File: src/wdtb_consts.vh
// Constants shared by the watchdog timer block.
// What this block does
// RULE1: Reset the device when the count reaches the period without a clear.
// RULE2: Count low-frequency oscillator edges; period steps are 1 ms ticks.
// RULE3: Mode 11 keeps the watchdog active always, also in Sleep.
// RULE4: Mode 10 keeps it active while awake, disabled in Sleep.
// RULE5: Mode 01 follows the software enable bit; Sleep changes nothing.
// RULE6: Mode 00 keeps the watchdog disabled always.
// RULE7: The period select field picks a period from 1 ms to 256 s.
// RULE8: After any reset the period select gives a 2 s period.
// RULE9: Reset, clear, Sleep entry or exit, oscillator fail, disable clear it.
// RULE10: Changing the internal oscillator divider does not touch the count.
// RULE11: In Sleep it restarts from zero and is cleared again on wake.
// RULE12: A time-out in Sleep wakes the device instead of resetting it.
// RULE13: A time-out updates the timeout and powerdown status flags.
// RULE14: Each period select step doubles the period, saturating at 256 s.
// RULE15: Clears and oscillator edges cross safely so none is lost.
`ifndef WDTB_CONSTS_VH
`define WDTB_CONSTS_VH

`define WDTB_CLK_HZ 20000000
`define WDTB_LF_HZ 31000
`define WDTB_TICK_MS 1
// Oscillator edges per 1 ms tick, from the nominal rate.
`define WDTB_LF_PER_MS ((`WDTB_LF_HZ * `WDTB_TICK_MS) / 1000)

`define WDTB_SEL_W 5
`define WDTB_SEL_MAX 5'h12
`define WDTB_SEL_RST 5'h0b
`define WDTB_MS_W 19

`define WDTB_MODE_OFF 2'h0
`define WDTB_MODE_SW 2'h1
`define WDTB_MODE_AWAKE 2'h2
`define WDTB_MODE_ON 2'h3

`define WDTB_OFF_CTRL 8'h00
`define WDTB_OFF_CPUST 8'h04
`define WDTB_OFF_IRQST 8'h08
`define WDTB_OFF_IRQMSK 8'h0c
`define WDTB_OFF_COUNT 8'h10

`define WDTB_CTRL_EN 0
`define WDTB_CTRL_SEL_LO 1
`define WDTB_CTRL_SEL_HI 5
`define WDTB_ST_TIMEOUT 0
`define WDTB_ST_PWRDN 1
`define WDTB_ST_ACTIVE 2
`define WDTB_EV_TIMEOUT 0
`define WDTB_EV_WAKE 1
`define WDTB_EV_W 2

`endif

File: src/wdtb_sync.v
// Two-stage synchroniser with rising-edge detect for the oscillator pin.
`timescale 1ns/100ps
`default_nettype none
module wdtb_sync (
	input wire i_clk,
	input wire i_rst_n,
	input wire i_async,
	output wire o_rise
);
	reg meta_r;
	reg sync_r;
	reg last_r;

	always @(posedge i_clk or negedge i_rst_n) begin
		if (!i_rst_n) begin
			meta_r <= 1'b0;
			sync_r <= 1'b0;
			last_r <= 1'b0;
		end else begin
			meta_r <= i_async;
			sync_r <= meta_r;
			last_r <= sync_r;
		end
	end

	// Only the second stage feeds the edge detect.
	assign o_rise = sync_r & ~last_r; // see RULE15
endmodule
`default_nettype wire

File: src/wdtb_cnt.v
// Prescaler and millisecond counter that flag a watchdog expiry.
`timescale 1ns/100ps
`default_nettype none
`include "wdtb_consts.vh"
module wdtb_cnt #(
	parameter LF_PER_MS = 31,
	parameter PRE_W = 5
) (
	input wire i_clk,
	input wire i_rst_n,
	input wire i_lf_rise,
	input wire i_clear,
	input wire i_run,
	input wire [`WDTB_SEL_W-1:0] i_sel,
	output reg o_expire,
	output reg [`WDTB_MS_W-1:0] o_ms_cnt
);
	localparam integer PRE_LAST_I = LF_PER_MS - 1;
	localparam [PRE_W-1:0] PRE_LAST = PRE_LAST_I[PRE_W-1:0];
	reg [PRE_W-1:0] pre_r;
	wire ms_tick;

	function [`WDTB_MS_W-1:0] last_ms;
		input [`WDTB_SEL_W-1:0] sel;
		reg [`WDTB_SEL_W-1:0] s;
		begin
			s = (sel > `WDTB_SEL_MAX) ? `WDTB_SEL_MAX : sel; // see RULE14
			last_ms = ({{(`WDTB_MS_W-1){1'b0}}, 1'b1} << s) -
				{{(`WDTB_MS_W-1){1'b0}}, 1'b1}; // see RULE7
		end
	endfunction

	assign ms_tick = i_run & i_lf_rise & (pre_r == PRE_LAST); // see RULE2

	always @(posedge i_clk or negedge i_rst_n) begin
		if (!i_rst_n) begin
			pre_r <= {PRE_W{1'b0}};
			o_ms_cnt <= {`WDTB_MS_W{1'b0}};
			o_expire <= 1'b0;
		end else if (i_clear || !i_run) begin
			pre_r <= {PRE_W{1'b0}}; // see RULE9
			o_ms_cnt <= {`WDTB_MS_W{1'b0}};
			o_expire <= 1'b0;
		end else begin
			o_expire <= 1'b0;
			if (i_lf_rise) begin
				pre_r <= (pre_r == PRE_LAST) ? {PRE_W{1'b0}} : pre_r + 1'b1;
			end
			if (ms_tick) begin
				if (o_ms_cnt == last_ms(i_sel)) begin
					o_ms_cnt <= {`WDTB_MS_W{1'b0}};
					o_expire <= 1'b1; // see RULE1
				end else begin
					o_ms_cnt <= o_ms_cnt + 1'b1;
				end
			end
		end
	end
endmodule
`default_nettype wire

File: src/wdtb_top.v
// Watchdog timer top level with its AHB-Lite register slave.
//
// Chosen here: the AHB-Lite interface to the registers and the register offsets.
`timescale 1ns/100ps
`default_nettype none
`include "wdtb_consts.vh"
module wdtb_top #(
	parameter LF_PER_MS = `WDTB_LF_PER_MS
) (
	input wire i_clk,
	input wire i_rst_n,
	input wire i_low_freq_osc,
	input wire [1:0] i_wdt_mode_cfg,
	input wire i_clear_watchdog_instr,
	input wire i_sleep,
	input wire i_osc_fail,
	input wire i_hsel,
	input wire [31:0] i_haddr,
	input wire [1:0] i_htrans,
	input wire i_hwrite,
	input wire [2:0] i_hsize,
	input wire [31:0] i_hwdata,
	input wire i_hready,
	output wire [31:0] o_hrdata,
	output wire o_hreadyout,
	output wire o_hresp,
	output reg o_wdt_reset,
	output reg o_wake,
	output wire o_irq
);
	reg sw_wdt_enable_r;
	reg [`WDTB_SEL_W-1:0] wdt_period_select_r;
	reg timeout_flag_r;
	reg powerdown_flag_r;
	reg [`WDTB_EV_W-1:0] irq_st_r;
	reg [`WDTB_EV_W-1:0] irq_msk_r;
	reg sleep_q_r;
	reg active_q_r;
	reg wr_pend_r;
	reg [7:0] wr_addr_r;
	reg [31:0] rdata_r;
	reg active_nxt;
	reg [31:0] rdata_nxt;
	wire lf_rise;
	wire expire;
	wire [`WDTB_MS_W-1:0] ms_cnt;
	wire sleep_enter;
	wire sleep_exit;
	wire wdt_clear;
	wire addr_phase;
	wire [`WDTB_EV_W-1:0] ev_set;
	wire [`WDTB_EV_W-1:0] ev_clr;

	wdtb_sync u_sync (
		.i_clk(i_clk),
		.i_rst_n(i_rst_n),
		.i_async(i_low_freq_osc),
		.o_rise(lf_rise)
	);

	// Operating mode decode from the configuration field.
	always @* begin
		case (i_wdt_mode_cfg)
		`WDTB_MODE_ON: begin
			active_nxt = 1'b1; // see RULE3
		end
		`WDTB_MODE_AWAKE: begin
			active_nxt = ~i_sleep; // see RULE4
		end
		`WDTB_MODE_SW: begin
			active_nxt = sw_wdt_enable_r; // see RULE5
		end
		default: begin
			active_nxt = 1'b0; // see RULE6
		end
		endcase
	end

	assign sleep_enter = i_sleep & ~sleep_q_r;
	assign sleep_exit = ~i_sleep & sleep_q_r;
	// The core clock drives both the clear strobe and the counter, so the
	// clear is seen in the same cycle and cannot be dropped; the divider
	// setting of the internal oscillator is not an input here at all.
	assign wdt_clear = i_clear_watchdog_instr | sleep_enter | sleep_exit |
		i_osc_fail | (active_q_r & ~active_nxt); // see RULE9 RULE10 RULE15

	wdtb_cnt #(
		.LF_PER_MS(LF_PER_MS)
	) u_cnt (
		.i_clk(i_clk),
		.i_rst_n(i_rst_n),
		.i_lf_rise(lf_rise),
		.i_clear(wdt_clear), // see RULE11
		.i_run(active_nxt),
		.i_sel(wdt_period_select_r),
		.o_expire(expire),
		.o_ms_cnt(ms_cnt)
	);

	always @(posedge i_clk or negedge i_rst_n) begin
		if (!i_rst_n) begin
			sleep_q_r <= 1'b0;
			active_q_r <= 1'b0;
			o_wdt_reset <= 1'b0;
			o_wake <= 1'b0;
		end else begin
			sleep_q_r <= i_sleep;
			active_q_r <= active_nxt;
			o_wdt_reset <= expire & ~sleep_q_r; // see RULE1
			o_wake <= expire & sleep_q_r; // see RULE12
		end
	end

	// Status flags survive the watchdog reset so software can see why it
	// restarted; only the block reset, a clear strobe or, for the powerdown flag, an expiry while awake clears them.
	always @(posedge i_clk or negedge i_rst_n) begin
		if (!i_rst_n) begin
			timeout_flag_r <= 1'b0;
			powerdown_flag_r <= 1'b0;
		end else begin
			if (expire) begin
				timeout_flag_r <= 1'b1; // see RULE13
			end else if (i_clear_watchdog_instr) begin
				timeout_flag_r <= 1'b0;
			end
			if (expire || sleep_enter) begin
				powerdown_flag_r <= sleep_q_r | sleep_enter; // see RULE13
			end else if (i_clear_watchdog_instr) begin
				powerdown_flag_r <= 1'b0;
			end
		end
	end

	// AHB-Lite slave: zero wait states, always OKAY.
	assign addr_phase = i_hsel & i_hready & i_htrans[1];
	assign o_hreadyout = 1'b1;
	assign o_hresp = 1'b0;
	assign o_hrdata = rdata_r;

	always @* begin
		rdata_nxt = 32'h0000_0000;
		case (i_haddr[7:0])
		`WDTB_OFF_CTRL: begin
			rdata_nxt[`WDTB_CTRL_EN] = sw_wdt_enable_r;
			rdata_nxt[`WDTB_CTRL_SEL_HI:`WDTB_CTRL_SEL_LO] =
				wdt_period_select_r;
		end
		`WDTB_OFF_CPUST: begin
			rdata_nxt[`WDTB_ST_TIMEOUT] = timeout_flag_r;
			rdata_nxt[`WDTB_ST_PWRDN] = powerdown_flag_r;
			rdata_nxt[`WDTB_ST_ACTIVE] = active_q_r;
		end
		`WDTB_OFF_IRQST: begin
			rdata_nxt[`WDTB_EV_W-1:0] = irq_st_r;
		end
		`WDTB_OFF_IRQMSK: begin
			rdata_nxt[`WDTB_EV_W-1:0] = irq_msk_r;
		end
		`WDTB_OFF_COUNT: begin
			rdata_nxt[`WDTB_MS_W-1:0] = ms_cnt;
		end
		default: begin
			rdata_nxt = 32'h0000_0000;
		end
		endcase
		if (|i_haddr[31:8]) begin
			rdata_nxt = 32'h0000_0000;
		end
	end

	always @(posedge i_clk or negedge i_rst_n) begin
		if (!i_rst_n) begin
			wr_pend_r <= 1'b0;
			wr_addr_r <= 8'h00;
			rdata_r <= 32'h0000_0000;
		end else begin
			wr_pend_r <= addr_phase & i_hwrite & ~(|i_haddr[31:8]);
			if (addr_phase) begin
				wr_addr_r <= i_haddr[7:0];
			end
			if (addr_phase && !i_hwrite) begin
				rdata_r <= rdata_nxt;
			end
		end
	end

	always @(posedge i_clk or negedge i_rst_n) begin
		if (!i_rst_n) begin
			sw_wdt_enable_r <= 1'b0;
			wdt_period_select_r <= `WDTB_SEL_RST; // see RULE8
			irq_msk_r <= {`WDTB_EV_W{1'b0}};
		end else if (wr_pend_r) begin
			if (wr_addr_r == `WDTB_OFF_CTRL) begin
				sw_wdt_enable_r <= i_hwdata[`WDTB_CTRL_EN];
				wdt_period_select_r <=
					i_hwdata[`WDTB_CTRL_SEL_HI:`WDTB_CTRL_SEL_LO];
			end
			if (wr_addr_r == `WDTB_OFF_IRQMSK) begin
				irq_msk_r <= i_hwdata[`WDTB_EV_W-1:0];
			end
		end
	end

	// Interrupt events; a new event in the clearing cycle stays set.
	assign ev_set = {o_wake, expire};
	assign ev_clr = (wr_pend_r && wr_addr_r == `WDTB_OFF_IRQST) ?
		i_hwdata[`WDTB_EV_W-1:0] : {`WDTB_EV_W{1'b0}};

	always @(posedge i_clk or negedge i_rst_n) begin
		if (!i_rst_n) begin
			irq_st_r <= {`WDTB_EV_W{1'b0}};
		end else begin
			irq_st_r <= (irq_st_r & ~ev_clr) | ev_set;
		end
	end

	assign o_irq = |(irq_st_r & irq_msk_r);
endmodule
`default_nettype wire

File: config.mk
export PLATFORM = sky130hd
export DESIGN_NAME = wdtb_top
export DESIGN_NICKNAME = d
export VERILOG_FILES = /design/src/wdtb_sync.v /design/src/wdtb_cnt.v /design/src/wdtb_top.v
export VERILOG_INCLUDE_DIRS = /design/src
export SDC_FILE = /design/constraint.sdc
export NUM_CORES = 1
export LEC_CHECK = 0
export ABC_AREA = 1
export BUFFER_PORTS_ARGS = -buffer_cell sky130_fd_sc_hd__buf_4
export CORE_AREA = 2 2 95 97
export CTS_BUF_LIST = sky130_fd_sc_hd__clkbuf_8
export DETAILED_ROUTE_END_ITERATION = 8
export DIE_AREA = 0 0 97 99
export HOLD_SLACK_MARGIN = 0.12
export PLACE_DENSITY_LB_ADDON = 0.1
export RECOVER_POWER = 50
export SYNTH_ARGS = -nofsm -noshare
export SYNTH_HDL_FRONTEND = slang
export SYNTH_SLANG_ARGS = --single-unit
File: constraint.sdc
create_clock -name i_clk -period 5.45 [get_ports i_clk]
set_input_delay 0.545 -clock i_clk [delete_from_list [all_inputs] [get_ports i_clk]]
set_output_delay 0.545 -clock i_clk [all_outputs]
set_load 0.03 [all_outputs]
==> summary.txt <==
TIMING
----------------------------------------------------------------------------------------
Final number of hold-violating endpoints                                               0
Share of the cycle needed by the critical path after routing                       0.576
Worst Skew                                                                       16.5 ps
Endpoints failing setup                                                                0
RSZ-0062 raised after global routing                                                  no
Final period demand of the worst path                                            3140 ps
Total negative slack for setup checks                                               0 ps
Transition time at the pin with the least slew margin                             902 ps
Maximum achievable frequency                                                     318 MHz
Number of pins exceeding their max-slew limit in the final report                      0
Worst max-slew margin expressed relative to the limit                              0.398

DRT
----------------------------------------------------------------------------------------
Final wirelength                                                                11300 um
Count of TritonRoute iterations in the first routing pass                              5
Vias per cell                                                                       5.29
DRC marker count from the first detailed-route iteration                             270
Via count of the routed design                                                      4291
Antenna violation net count after detailed routing                                     0
DRC violations left                                                                    0
Detail-routed net length per standard cell                                       14.0 um

WORST SETUP PATH
----------------------------------------------------------------------------------------
Worst Setup Start Kind                                                         flip-flop
Worst R2R End                                                               u_cnt.o_ms_cnt[0]
Category of cells accounting for the largest share of critical-path delay   simple AND/OR/NAND/NOR gates
Cell repeated most along the worst path                                          nand2_1
FF-to-FF Start                                                              wdt_period_select_r[3]
Depth of the worst register-to-register path                                          20
Crit path buffers/inverters                                                            2
Reg2reg setup slack                                                              2310 ps
Max FO, Critical Path                                                                 19
Arrival time of the worst setup path                                             3390 ps
Cell type of the slowest stage on the worst timing path                          dfstp_2
Worst path cell trace                                                       nor2_2 > nand2_2 > nand2_4 > nand4_2 > inv_1 > nand2_1 > ha_1 > nand2_2 > nor2_4 > nand2_2 > xnor2_1 > inv_1 > nand2_1 > nand2_1 > nor2_1 > nand2_1 > nor2_2 > nand2_4 > nand2_1 > nand2_1
Endpoint required time on the critical path                                      5700 ps
Worst setup path class                                                           reg2reg
Slowest cell delay on critical path                                               680 ps
Worst Setup End Kind                                                           flip-flop

SYNTHESIS
----------------------------------------------------------------------------------------
Leading area contributor after synthesis                                         dfrtp_1
Area share of the largest cell type after synthesis                                0.376
Area contributors post-synth                                                dfrtp_1 (38%), nand2_1 (15%), inv_1 (6.1%)
Register bit total from synthesis                                                     72
Yosys cell types                                                                      50
Sequential-to-total area share from yosys stat                                     0.393
Count of warnings emitted by yosys                                                     0
Average footprint of a synthesized cell                                         7.25 um2
Cells after Synth                                                                    634
Post-synthesis cell area                                                        4590 um2

LAYOUT
----------------------------------------------------------------------------------------
Final net count                                                                      782
Number of diodes added for antenna fixing                                              0
Fillers                                                                              813
Post-Layout Cell Count                                                               811
Share of layout cells above drive strength 1                                       0.178
Core utilization of the finished layout                                            0.618
Area growth from synthesis to final layout                                         15.1%
Post-route cell area                                                            5290 um2

FLOORPLAN
----------------------------------------------------------------------------------------
Placement Rows                                                                        34
Die area                                                                        9600 um2
Initial core utilization                                                           0.537
Die height                                                                         99 um
Boundary pin count                                                                   117
Standard cell core area                                                         8550 um2
Overall die width                                                                  97 um

WORST HOLD PATH
----------------------------------------------------------------------------------------
Worst min-delay path class                                                      in2async

PLACED DESIGN
----------------------------------------------------------------------------------------
Input/output buffers                                                                  71
Final weighted congestion in routability-driven placement                          0.965
Number of placed instances with taps included                                        795
Detailed placer's ending HPWL                                                    8700 um
Area after DPL                                                                  5100 um2

CLOCKING
----------------------------------------------------------------------------------------
Worst skew pair latency                                                           360 ps
Buffers inserted during post-CTS setup optimization                                    0
CTS HTree Levels                                                                       3
Clock tree from TritonCTS                                                          built
Deepest clock path buffer count                                                        2
CTS Root Cell                                                                   clkbuf_8
Post-CTS sizing                                                                        0
Clock sink count                                                                      72
CTS buffer count                                                                       9
Clock slew at the register clock pins of the worst setup and hold paths            80 ps
Quantity of hold-fixing buffers added after cts                                        0

GLOBAL ROUTING
----------------------------------------------------------------------------------------
Vias in the first global route                                                      4135
Final global-route overflow total                                                      0
Global routing usage summed across all routing layers                              0.247
First-pass GRT wire length                                                      19200 um
Number of antenna violations at the first check in global routing                      0
Maximum number of pins on one net before global-route repair                          73

STATUS
----------------------------------------------------------------------------------------
Result of the run                                                           finished, final reports clean

POWER
----------------------------------------------------------------------------------------
Power density over the cells                                                  211 nW/um2
Leakage power summed over all cells                                              2.70 nW
Maximum resistive drop on vdd                                                   0.163 mV

JOB
----------------------------------------------------------------------------------------
Number of max-cap violations                                                           0

-- cells by family (layout without fill, tap and decap cells) --
family                   Yosys count  count (layout)  share of synthesized area
buffers and inverters            114             170                      0.115
other                              2              15                    0.00163
multiplexers                       6               6                     0.0144
XOR/XNOR                          16              16                     0.0305
AND/OR/NAND/NOR                  345             345                      0.336
flip-flops                        72              72                      0.393
adder cells (fa/ha/maj)            4               4                     0.0109
AO/OA/AOI/OAI                     75              75                     0.0978
-- cell usage after synthesis, drive strengths merged --
master and n:
o21bai 2, nand3b 2, o22ai 8, or3 1, dfrtp 69, or4 1
conb 2, xor2 14, dfstp 3, a22o 1, o211ai 1, o2111ai 1
mux2 5, a21oi 13, a31oi 3, nand4 24, clkbuf 8, mux2i 1
o31ai 4, xnor2 2, nor2 75, nor4 9, clkinv 1, nand2 184
nand3 33, or2 2, a32o 2, nor3b 3, inv 81, buf 24
a32oi 2, o21ai 35, nor3 11, a21boi 1, ha 4, a211oi 2
-- stage by stage --
| stage | hold slack, ps | setup slack, ps | power [W] |
|---|---|---|---|
| final | 304 | 2310 | 0.00111 |
| after global placement | 349 | 2410 | 0.000715 |
| after floorplan | 249 | 2810 | 0.000671 |
| after CTS | 272 | 2330 | 0.00112 |
| after detailed placement | 346 | 2360 | 0.000719 |
| after global routing | 291 | 2020 | 0.00116 |
-- worst register-to-register path, stage by stage, from the launching register on --
cell,delay (ps)
dfstp_2,680
nor2_2,80
nand2_2,90
nand2_4,70
nand4_2,170
inv_1,90
nand2_1,90
ha_1,240
nand2_2,110
nor2_4,170
nand2_2,100
xnor2_1,290
inv_1,70
nand2_1,80
nand2_1,60
nor2_1,120
nand2_1,70
nor2_2,120
nand2_4,160
nand2_1,110
nand2_1,60
-- metal layers --
metal  wire length (um)  vias to the layer above  track usage
met5                  0                        -            0
met4                210                        0       0.0856
met3                652                       21       0.0454
met2               5150                      140        0.397
met1               5330                     1976        0.340
li1                   -                     2154            -
-- worst max-delay path by stage --
stage               cells past startpoint  slack (ps)            endpoint                   start
detailed placement                     20        2360   u_cnt.o_ms_cnt[1]  wdt_period_select_r[3]
floorplan                              20        2810   u_cnt.o_ms_cnt[4]  wdt_period_select_r[1]
CTS                                    20        2330   u_cnt.o_ms_cnt[0]  wdt_period_select_r[3]
global route                           18        2020  u_cnt.o_ms_cnt[11]  wdt_period_select_r[3]
global placement                       20        2410  u_cnt.o_ms_cnt[13]  wdt_period_select_r[3]
finish                                 20        2310   u_cnt.o_ms_cnt[0]  wdt_period_select_r[3]
-- final cells by class --
type / count / area, um2 / area share
clock inverters: 6 / 50.0 / 0.00947
repair buffers: 72 / 541 / 0.102
well taps: 108 / 135 / 0.0256
flip-flops and latches: 72 / 1810 / 0.342
multi-input cells: 461 / 2310 / 0.436
clock buffers: 10 / 138 / 0.0260
inverters: 82 / 310 / 0.0587
-- where the power goes --
group	switching [W]	internal, W	total [W]
clock network	0.000223	0.000183	0.000406
logic	0.0000902	0.0000537	0.000144
registers	0.0000145	0.000550	0.000565
-- sequential cells by signal, summed over array words and instances (netlist names), 2 cells and up --
signal	cells
irq_msk_r	2
u_cnt.pre_r	5
u_cnt.o_ms_cnt	19
o_hrdata	19
wr_addr_r	8
wdt_period_select_r	5
irq_st_r	2
-- cell usage in the layout, fill, tap and decap left out, types with 3 or more instances in the layout --
| cell type | n |
|---|---|
| inv_6 | 3 |
| nor2_1 | 65 |
| inv_1 | 75 |
| nand3_1 | 32 |
| o21ai_1 | 4 |
| o22ai_1 | 8 |
| clkbuf_4 | 3 |
| clkbuf_8 | 10 |
| nor3_1 | 10 |
| nand2_1 | 178 |
| ha_1 | 4 |
| nand4_1 | 22 |
| a21oi_1 | 13 |
| buf_4 | 69 |
| inv_2 | 5 |
| mux2_2 | 5 |
| conb_1 | 15 |
| dfrtp_1 | 69 |
| xor2_1 | 14 |
| o31ai_1 | 4 |
| dfstp_2 | 3 |
| nand2_2 | 4 |
| nor3b_1 | 3 |
| nor2_2 | 8 |
| a31oi_1 | 3 |
| o21ai_0 | 30 |
| nor4_1 | 9 |
(Power assumes the default switching activity.)
